===== src/twdg_pkg.sv =====
// constants, register map and types of the two-stage boot watchdog
package twdg_pkg;
	// ==========================================================
	// timing
	localparam int unsigned CLK_PERIOD_NS = 8;
	localparam int unsigned SEC_NS        = 1_000_000_000;
	localparam int unsigned TICK_CYC_DEF  = SEC_NS / CLK_PERIOD_NS;
	localparam int unsigned PULSE_NS      = 1000;
	localparam int unsigned PULSE_CYC     = (PULSE_NS + CLK_PERIOD_NS - 1) / CLK_PERIOD_NS;
	// ==========================================================
	// register byte offsets
	localparam logic [7:0] OFS_CTRL     = 8'h00;
	localparam logic [7:0] OFS_BOOTTIME = 8'h04;
	localparam logic [7:0] OFS_CMD      = 8'h08;
	localparam logic [7:0] OFS_STATUS   = 8'h0C;
	localparam logic [7:0] OFS_IRQ_STAT = 8'h10;
	localparam logic [7:0] OFS_IRQ_MASK = 8'h14;
	// ==========================================================
	// control fields
	localparam int unsigned CTL_BOOTSTART = 0;
	localparam int unsigned CTL_BOOT_EN   = 1;
	localparam int unsigned CTL_BOOT_PWR  = 2;
	localparam int unsigned CTL_EVT_PIN   = 3;
	localparam int unsigned CTL_RST_ACT   = 4;
	localparam int unsigned CTL_DLY_SEL   = 6;
	localparam int unsigned CTL_EVT_SEL   = 9;
	localparam int unsigned CTL_RST_SEL   = 12;
	localparam logic [14:0] CTRL_RST      = 15'h0002;
	localparam logic [7:0]  BOOTTIME_RST  = 8'd20;
	// command bits, status-bit layout of interrupt registers
	localparam int unsigned CMD_REFRESH = 0;
	localparam int unsigned CMD_START   = 1;
	localparam int unsigned CMD_STOP    = 2;
	localparam int unsigned IRQ_EVT  = 0;
	localparam int unsigned IRQ_RST  = 1;
	localparam int unsigned IRQ_BOOT = 2;
	// reset actions
	localparam logic [1:0] RACT_NONE = 2'd0;
	localparam logic [1:0] RACT_RST  = 2'd1;
	localparam logic [1:0] RACT_PIN  = 2'd2;
	localparam logic [1:0] RACT_BOTH = 2'd3;
	// runtime watchdog states
	typedef enum logic [4:0] {
		ST_IDLE  = 5'b00001,
		ST_DELAY = 5'b00010,
		ST_EVENT = 5'b00100,
		ST_RESET = 5'b01000,
		ST_DONE  = 5'b10000
	} twdg_state_e;
endpackage


===== src/twdg_top.sv =====
// two-stage runtime watchdog plus boot-phase watchdog with an AHB-Lite register slave
// Functional notes
// - start-on-boot runs watchdog after self-test
// - one-time startup delay before first countdown
// - event timeout expiry triggers event action
// - event action: nothing or alert pin
// - reset timeout counts only after event expiry
// - reset action: none, reset, pin, both
// - boot watchdog supervises until OS hand-off
// - boot time in seconds, default twenty
// - boot expiry: system reset or power cycle
//
// The AHB-Lite interface to the registers and the placing of the registers were decided locally.
`timescale 1ns/1ps
`default_nettype none
module twdg_top #(
	parameter int unsigned TICK_CYC = twdg_pkg::TICK_CYC_DEF
) (
	input  wire logic        ref_clk_i,             // 125 MHz clock
	input  wire logic        rst_n_i,               // async reset, active low
	input  wire logic        hsel_i,                // slave select
	input  wire logic [7:0]  haddr_i,               // byte address
	input  wire logic [1:0]  htrans_i,              // transfer type
	input  wire logic        hwrite_i,              // write
	input  wire logic [2:0]  hsize_i,               // size, word only
	input  wire logic [31:0] hwdata_i,              // write data
	input  wire logic        hready_i,              // bus ready
	output logic             hreadyout_o,           // slave ready
	output logic             hresp_o,               // always okay
	output logic [31:0]      hrdata_o,              // read data
	input  wire logic        selftest_done_i,       // firmware self-test finished pin
	input  wire logic        os_handoff_i,          // os boot hand-off pin
	output logic             watchdog_alert_pin_o,  // alert output
	output logic             sys_reset_o,           // system reset request
	output logic             power_cycle_o,         // power cycle request
	output logic             irq_o                  // level interrupt
);
	// ==========================================================
	// helpers
	// selection code to seconds; codes four and above act as five minutes
	function automatic logic [8:0] sel_secs(input logic [2:0] sel);
		unique case (sel)
			3'd0:    sel_secs = 9'd1;
			3'd1:    sel_secs = 9'd10;
			3'd2:    sel_secs = 9'd30;
			3'd3:    sel_secs = 9'd60;
			default: sel_secs = 9'd300;
		endcase
	endfunction

	// ==========================================================
	// pin synchronisers
	logic [1:0] done_sync_ff, hand_sync_ff;
	logic       done_d_ff;
	logic       done_rise;
	always_ff @(posedge ref_clk_i or negedge rst_n_i)
	begin
		if (!rst_n_i)
		begin
			done_sync_ff <= 2'b00;
			hand_sync_ff <= 2'b00;
			done_d_ff    <= 1'b0;
		end
		else
		begin
			done_sync_ff <= {done_sync_ff[0], selftest_done_i};
			hand_sync_ff <= {hand_sync_ff[0], os_handoff_i};
			done_d_ff    <= done_sync_ff[1];
		end
	end
	assign done_rise = done_sync_ff[1] & ~done_d_ff;

	// ==========================================================
	// one-second enable; free running, so a timeout may end up to one second early
	logic [31:0] div_ff, nxt_div;
	logic        tick;
	always_comb
	begin
		tick    = (div_ff == TICK_CYC - 1);
		nxt_div = tick ? 32'h0000_0000 : div_ff + 32'h0000_0001;
	end
	always_ff @(posedge ref_clk_i or negedge rst_n_i)
	begin
		if (!rst_n_i) div_ff <= 32'h0000_0000;
		else          div_ff <= nxt_div;
	end

	// ==========================================================
	// AHB-Lite slave, zero wait states
	logic        ap_wr_ff, ap_rd_ff;
	logic [7:0]  ap_addr_ff;
	logic        ap_take;
	logic [14:0] ctrl_ff, nxt_ctrl;
	logic [7:0]  boot_time_ff, nxt_boot_time;
	logic [2:0]  irq_stat_ff, nxt_irq_stat, irq_mask_ff, nxt_irq_mask;
	logic [31:0] nxt_rdata;
	logic        wr_cmd, refresh, sw_start, sw_stop;
	logic [2:0]  irq_set;
	twdg_pkg::twdg_state_e st_ff, nxt_st;
	logic [8:0]  cnt_ff, nxt_cnt;
	logic [8:0]  boot_cnt_ff, nxt_boot_cnt;
	logic        boot_run_ff, nxt_boot_run, boot_hit_ff, nxt_boot_hit;
	logic        dly_used_ff, nxt_dly_used;

	assign ap_take     = hsel_i & hready_i & htrans_i[1];
	assign hreadyout_o = 1'b1;
	assign hresp_o     = 1'b0;
	assign wr_cmd      = ap_wr_ff & (ap_addr_ff == twdg_pkg::OFS_CMD);
	assign refresh     = wr_cmd & hwdata_i[twdg_pkg::CMD_REFRESH];
	assign sw_start    = wr_cmd & hwdata_i[twdg_pkg::CMD_START];
	assign sw_stop     = wr_cmd & hwdata_i[twdg_pkg::CMD_STOP];

	// register writes; hardware set of a status bit wins over a write-one clear
	always_comb
	begin
		nxt_ctrl      = ctrl_ff;
		nxt_boot_time = boot_time_ff;
		nxt_irq_mask  = irq_mask_ff;
		nxt_irq_stat  = irq_stat_ff;
		if (ap_wr_ff)
		begin
			unique case (ap_addr_ff)
				twdg_pkg::OFS_CTRL:     nxt_ctrl = hwdata_i[14:0];
				twdg_pkg::OFS_BOOTTIME: nxt_boot_time = hwdata_i[7:0];
				twdg_pkg::OFS_IRQ_MASK: nxt_irq_mask = hwdata_i[2:0];
				twdg_pkg::OFS_IRQ_STAT: nxt_irq_stat = irq_stat_ff & ~hwdata_i[2:0];
				default:                nxt_ctrl = ctrl_ff;
			endcase
		end
		nxt_irq_stat = nxt_irq_stat | irq_set;
	end

	// read data prepared in the address phase
	always_comb
	begin
		nxt_rdata = 32'h0000_0000;
		if (ap_take && !hwrite_i)
		begin
			unique case (haddr_i)
				twdg_pkg::OFS_CTRL:     nxt_rdata = {17'h0_0000, ctrl_ff};
				twdg_pkg::OFS_BOOTTIME: nxt_rdata = {24'h00_0000, boot_time_ff};
				twdg_pkg::OFS_STATUS:   nxt_rdata = {6'h00, boot_cnt_ff, cnt_ff,
					watchdog_alert_pin_o, boot_hit_ff, boot_run_ff, st_ff};
				twdg_pkg::OFS_IRQ_STAT: nxt_rdata = {29'h0000_0000, irq_stat_ff};
				twdg_pkg::OFS_IRQ_MASK: nxt_rdata = {29'h0000_0000, irq_mask_ff};
				default:                nxt_rdata = 32'h0000_0000;
			endcase
		end
	end

	always_ff @(posedge ref_clk_i or negedge rst_n_i)
	begin
		if (!rst_n_i)
		begin
			ap_wr_ff     <= 1'b0;
			ap_rd_ff     <= 1'b0;
			ap_addr_ff   <= 8'h00;
			hrdata_o     <= 32'h0000_0000;
			ctrl_ff      <= twdg_pkg::CTRL_RST;
			boot_time_ff <= twdg_pkg::BOOTTIME_RST;
			irq_stat_ff  <= 3'b000;
			irq_mask_ff  <= 3'b000;
		end
		else
		begin
			ap_wr_ff     <= ap_take & hwrite_i;
			ap_rd_ff     <= ap_take & ~hwrite_i;
			ap_addr_ff   <= haddr_i;
			hrdata_o     <= nxt_rdata;
			ctrl_ff      <= nxt_ctrl;
			boot_time_ff <= nxt_boot_time;
			irq_stat_ff  <= nxt_irq_stat;
			irq_mask_ff  <= nxt_irq_mask;
		end
	end
	assign irq_o = |(irq_stat_ff & irq_mask_ff);

	// ==========================================================
	// runtime watchdog
	logic [8:0] evt_secs, rst_secs, dly_secs;
	logic [1:0] rst_act;
	logic       expire, evt_exp, rst_exp;
	logic       pin_ff, nxt_pin, rst_req, pwr_req;
	assign dly_secs = sel_secs(ctrl_ff[twdg_pkg::CTL_DLY_SEL +: 3]);
	assign evt_secs = sel_secs(ctrl_ff[twdg_pkg::CTL_EVT_SEL +: 3]);
	assign rst_secs = sel_secs(ctrl_ff[twdg_pkg::CTL_RST_SEL +: 3]);
	assign rst_act  = ctrl_ff[twdg_pkg::CTL_RST_ACT +: 2];
	assign expire   = tick & (cnt_ff == 9'd1);
	assign evt_exp  = (st_ff == twdg_pkg::ST_EVENT) & expire & ~refresh & ~sw_stop;
	assign rst_exp  = (st_ff == twdg_pkg::ST_RESET) & expire & ~refresh & ~sw_stop;

	// state, countdown and alert pin; refresh during the delay phase is ignored
	always_comb
	begin
		nxt_st       = st_ff;
		nxt_cnt      = cnt_ff;
		nxt_dly_used = dly_used_ff;
		nxt_pin      = pin_ff;
		rst_req      = 1'b0;
		if (tick && cnt_ff > 9'd1)
			nxt_cnt = cnt_ff - 9'd1;
		unique case (st_ff)
			twdg_pkg::ST_IDLE, twdg_pkg::ST_DONE:
			begin
				if ((done_rise && ctrl_ff[twdg_pkg::CTL_BOOTSTART]) || sw_start)
				begin
					nxt_pin = 1'b0;
					if (!dly_used_ff)
					begin
						nxt_st       = twdg_pkg::ST_DELAY;
						nxt_cnt      = dly_secs;
						nxt_dly_used = 1'b1;
					end
					else
					begin
						nxt_st  = twdg_pkg::ST_EVENT;
						nxt_cnt = evt_secs;
					end
				end
			end
			twdg_pkg::ST_DELAY:
			begin
				if (expire)
				begin
					nxt_st  = twdg_pkg::ST_EVENT;
					nxt_cnt = evt_secs;
				end
			end
			twdg_pkg::ST_EVENT, twdg_pkg::ST_RESET:
			begin
				if (refresh)
				begin
					nxt_st  = twdg_pkg::ST_EVENT;
					nxt_cnt = evt_secs;
					nxt_pin = 1'b0;
				end
				else if (evt_exp)
				begin
					nxt_st  = twdg_pkg::ST_RESET;
					nxt_cnt = rst_secs;
					if (ctrl_ff[twdg_pkg::CTL_EVT_PIN])
						nxt_pin = 1'b1;
				end
				else if (rst_exp)
				begin
					nxt_st  = twdg_pkg::ST_DONE;
					rst_req = (rst_act == twdg_pkg::RACT_RST) || (rst_act == twdg_pkg::RACT_BOTH);
					if ((rst_act == twdg_pkg::RACT_PIN) || (rst_act == twdg_pkg::RACT_BOTH))
						nxt_pin = 1'b1;
				end
			end
		endcase
		if (sw_stop)
		begin
			nxt_st  = twdg_pkg::ST_IDLE;
			nxt_pin = 1'b0;
		end
	end

	// ==========================================================
	// boot-phase watchdog: armed from reset, ends at hand-off
	logic boot_exp;
	assign boot_exp = boot_run_ff & tick & ~hand_sync_ff[1] & ((boot_cnt_ff + 9'd1) >= {1'b0, boot_time_ff});
	always_comb
	begin
		nxt_boot_run = boot_run_ff;
		nxt_boot_cnt = boot_cnt_ff;
		nxt_boot_hit = boot_hit_ff;
		pwr_req      = 1'b0;
		if (!ctrl_ff[twdg_pkg::CTL_BOOT_EN] || hand_sync_ff[1])
			nxt_boot_run = 1'b0;
		else if (boot_exp)
		begin
			nxt_boot_run = 1'b0;
			nxt_boot_hit = 1'b1;
			pwr_req      = ctrl_ff[twdg_pkg::CTL_BOOT_PWR];
		end
		else if (boot_run_ff && tick)
			nxt_boot_cnt = boot_cnt_ff + 9'd1;
	end
	assign irq_set = {boot_exp, rst_exp, evt_exp};

	// ==========================================================
	// request pulses of fixed length
	logic [7:0] rpulse_ff, nxt_rpulse, ppulse_ff, nxt_ppulse;
	always_comb
	begin
		nxt_rpulse = (rpulse_ff != 8'd0) ? rpulse_ff - 8'd1 : 8'd0;
		nxt_ppulse = (ppulse_ff != 8'd0) ? ppulse_ff - 8'd1 : 8'd0;
		if (rst_req || (boot_exp && !ctrl_ff[twdg_pkg::CTL_BOOT_PWR]))
			nxt_rpulse = 8'(twdg_pkg::PULSE_CYC);
		if (pwr_req)
			nxt_ppulse = 8'(twdg_pkg::PULSE_CYC);
	end

	always_ff @(posedge ref_clk_i or negedge rst_n_i)
	begin
		if (!rst_n_i)
		begin
			st_ff       <= twdg_pkg::ST_IDLE;
			cnt_ff      <= 9'd0;
			dly_used_ff <= 1'b0;
			pin_ff      <= 1'b0;
			boot_run_ff <= 1'b1;
			boot_cnt_ff <= 9'd0;
			boot_hit_ff <= 1'b0;
			rpulse_ff   <= 8'd0;
			ppulse_ff   <= 8'd0;
			sys_reset_o   <= 1'b0;
			power_cycle_o <= 1'b0;
		end
		else
		begin
			st_ff       <= nxt_st;
			cnt_ff      <= nxt_cnt;
			dly_used_ff <= nxt_dly_used;
			pin_ff      <= nxt_pin;
			boot_run_ff <= nxt_boot_run;
			boot_cnt_ff <= nxt_boot_cnt;
			boot_hit_ff <= nxt_boot_hit;
			rpulse_ff   <= nxt_rpulse;
			ppulse_ff   <= nxt_ppulse;
			sys_reset_o   <= (nxt_rpulse != 8'd0);
			power_cycle_o <= (nxt_ppulse != 8'd0);
		end
	end
	assign watchdog_alert_pin_o = pin_ff;
endmodule
`default_nettype wire


===== config.mk =====
export PLATFORM = sky130hd
export DESIGN_NAME = twdg_top
export DESIGN_NICKNAME = d
export VERILOG_FILES = /design/src/twdg_pkg.sv /design/src/twdg_top.sv
export SDC_FILE = /design/constraint.sdc
export NUM_CORES = 1
export LEC_CHECK = 0
export BUFFER_PORTS_ARGS = -buffer_cell sky130_fd_sc_hd__buf_2
export CAP_MARGIN = 20
export CORE_MARGIN = 2
export CORE_UTILIZATION = 35
export CTS_BUF_LIST = sky130_fd_sc_hd__clkbuf_4 sky130_fd_sc_hd__clkbuf_8 sky130_fd_sc_hd__clkbuf_16
export CTS_CLUSTER_SIZE = 8
export DETAILED_ROUTE_END_ITERATION = 10
export GPL_TIMING_DRIVEN = 0
export HOLD_SLACK_MARGIN = 0.03
export PLACE_DENSITY_LB_ADDON = 0.25
export SYNTH_ARGS = -nofsm -noshare
export SYNTH_HDL_FRONTEND = slang
export SYNTH_SLANG_ARGS = --single-unit
export TNS_END_PERCENT = 10

===== constraint.sdc =====
create_clock -name ref_clk_i -period 3 [get_ports ref_clk_i]
set_input_delay 0.15 -clock ref_clk_i [delete_from_list [all_inputs] [get_ports ref_clk_i]]
set_output_delay 0.15 -clock ref_clk_i [all_outputs]
set_load 0.02 [all_outputs]

==> results.md <==
* Top-count cell post-synth: dfrtp_1
* Grt total ovfl at 0
* Number of global-route vias before repair at 5639
* HP Class: in -> reg
* CP max FO at 9
* Final Hold Fails at 0
* Die area at 0.0224 mm^2
* Cell Area, Synth at 0.00742 mm^2
* Area growth syn-to-layout at 22.3%
* Final #Nets at 908
* Transition time at the pin with the least slew margin at 0.955 ns
* FMAX at 0.345 GHz
* Max_cap viols at 0
* Worst path most repeated cell: ha_1
* Post-route DRC at 0
* Top cells by area, synth: dfrtp_1, xnor2_1, xor2_1
* Total I/O pin count at 90
* First drt pass iteration count at 7
* # diodes at 0
* Die Y at 150 um
* FFs w/ async S/R, synth at 1.00
* GRT Util Overall at 0.170
* Via count at 5794
* Die width at 150 um
* Clock transition at the registers of the reported paths at 0.06 ns
* Largest area contributor in the netlist: dfrtp_1
* Final setup violation count at 0
* Iteration-0 DRC Markers at 393
* Final wirelength at 18100 um
* Slew HR at 0.357
* CTS tree: built
* CP max-delay cell: or4_1
* Required time of the critical path at 3.30 ns
* Maximum VDD drop at 0.378 mV
* Yosys top cell area share at 0.475
* Root buffer cell: clkbuf_16
* Setup crit start kind: flop
* Commonest cells post-synth: dfrtp_1, nor2_1, nand2_1
* Status: finished clean
* Fin crit share at 0.967
* Post-synthesis sequential area ratio at 0.493
* Worst-Skew Late Latency at 0.43 ns
* Clock Tree Buf Depth at 2
* Worst setup margin at 0.0984 ns
* Antenna violations before repair at 0
* Cell Rows at 53
* Dpl ws at -0.212 ns
* Number of port buffers at 60
* YS warnings at 0
* Post-synth cell types at 69
* CP Cell Sequence: buf_4, ha_1, xor2_1, ha_1, nand4_1, nor2_2, o221ai_2, nor3b_4, or4_1, buf_2, nor3b_2
* Hpwl dp at 12700 um
* Leak pwr at 4.25 nW
* Mapped Avg Cell Area at 10.3 um^2
* Number of synthesized flops with an enable pin at 0
* Share of post-route cells with drive strength above 1 at 0.195
* Largest net degree at the start of global routing at 97
* Clk_skew at 0.00662 ns
* Worst Path Arrival at 3.20 ns
* H-tree Lvls at 4
* Avg WL per Cell at 16.1 um
* Inserted Clock Buffers at 17
* Pwr Density at 560 mW/mm^2
* Max incr delay on CP at 0.49 ns
* Crit. End Element: flop
* GP Congestion at 0.884
* Final Util at 0.435
* CTS sink cnt at 146
* Post-synthesis cell count at 722
* Fill count at 2037
* Final ANT Viol Nets at 0
* Top FF cell, synth: dfrtp_1
* Core box area at 0.0209 mm^2
* Final min period at 2.90 ns
* Max-slew violation count at 0
* #FFs+latches synth at 146
* First-pass GRT wire length at 29700 um
* WS Path Type: reg -> reg
* Starting Density at 0.355
* DR vias/cell at 5.14
-- cell families after synthesis --
group / Yosys count / share of synthesized area
and+or+nand+nor: 292 / 0.221
other: 2 / 0.00101
AOI/OAI and AO/OA: 123 / 0.113
muxes: 23 / 0.0342
DFF: 146 / 0.493
buffers and inverters: 54 / 0.0322
adders and majority gates: 17 / 0.0287
xor gates and xnor gates: 65 / 0.0767
-- power by group --
part	total, mW	leakage, nW	internal (mW)	switching [mW]
combinational	0.748	2.09	0.287	0.460
sequential	2.14	1.87	2.04	0.0992
clock	2.19	0.291	1.34	0.854
total	5.08	4.25	3.67	1.41
-- repair_timing --
item                       CTS  global route
pin swaps                    0             0
hold buffers                26             0
setup buffers                0             5
hold endpoints to repair    79             0
resized for setup            1            11
setup endpoints to repair   23            25
-- state kept, by name, summed over array words and instances, names as in the netlist, 9 cells and up --
name,count
boot_cnt_ff,9
div_ff,32
hrdata_o,26
ctrl_ff,15
cnt_ff,9
-- critical path: cells and delay by family, from the launching register on --
kind	cells	cell delay, ns
and+or+nand+nor	5	1.19
adders and majority gates	2	0.51
DFF	1	0.43
buffers and inverters	2	0.35
xor gates and xnor gates	1	0.16
AOI/OAI and AO/OA	1	0.13
-- metal layers --
metal  vias up  track usage  share of wire
met3        24       0.0354          0.038
met1      2809        0.242           0.49
li1       2816            -              -
met5         -            0              0
met4         0       0.0586          0.018
met2       145        0.256           0.46
-- cell usage in the layout (no fill, tap or decap), drive strengths merged, types with 18 or more instances in the layout --
| cell | n |
|---|---|
| mux2 | 19 |
| nand2 | 61 |
| nand4 | 18 |
| dlygate4sd3 | 26 |
| clkbuf | 37 |
| nor3 | 18 |
| dfrtp | 141 |
| nor2 | 70 |
| o21ai | 41 |
| xor2 | 32 |
| xnor2 | 33 |
| nand3 | 34 |
| and3 | 21 |
| inv | 27 |
| buf | 78 |
-- area by class of cell --
cell class | count | area, um^2 | share of cell area
Multi-Input combinational cell | 528 | 3590 | 0.396
Tap cell | 275 | 344 | 0.0379
Timing Repair Buffer | 92 | 632 | 0.0696
Buffer | 29 | 145 | 0.0160
Sequential cell | 146 | 3660 | 0.403
Clock buffer | 20 | 448 | 0.0494
Inverter | 25 | 93.8 | 0.0103
Clock inverter | 12 | 158 | 0.0174
-- worst paths after layout --
check | start | slack (ns) | end | cells past startpoint
min in group asynchronous | rst_n_i | 0.22 | ap_addr_ff[5] | 2
max reg2reg | boot_cnt_ff[1] | 0.1 | ppulse_ff[1] | 11
min | hwdata_i[1] | 0.08 | ctrl_ff[1] | 3
min reg2reg | hand_sync_ff[0] | 0.35 | hand_sync_ff[1] | 0
max | boot_cnt_ff[1] | 0.1 | ppulse_ff[1] | 11
max in group asynchronous | rst_n_i | 1.95 | boot_run_ff | 3
-- through the flow --
step	area (um^2)	std cells	hold WS, ns	TNS [ns]	total power, mW
floorplan	7440	728	-0.146	0	2.64
finish	9080	1127	0.0821	0	5.08
global placement	8090	1063	0.259	-55.40	2.86
detailed placement	8120	1064	0.120	-2.65	2.87
global route	9080	1127	0.108	-0.141	5.32
CTS	8990	1122	0.0566	0	5.11
Power figures use the tool's default switching activity.
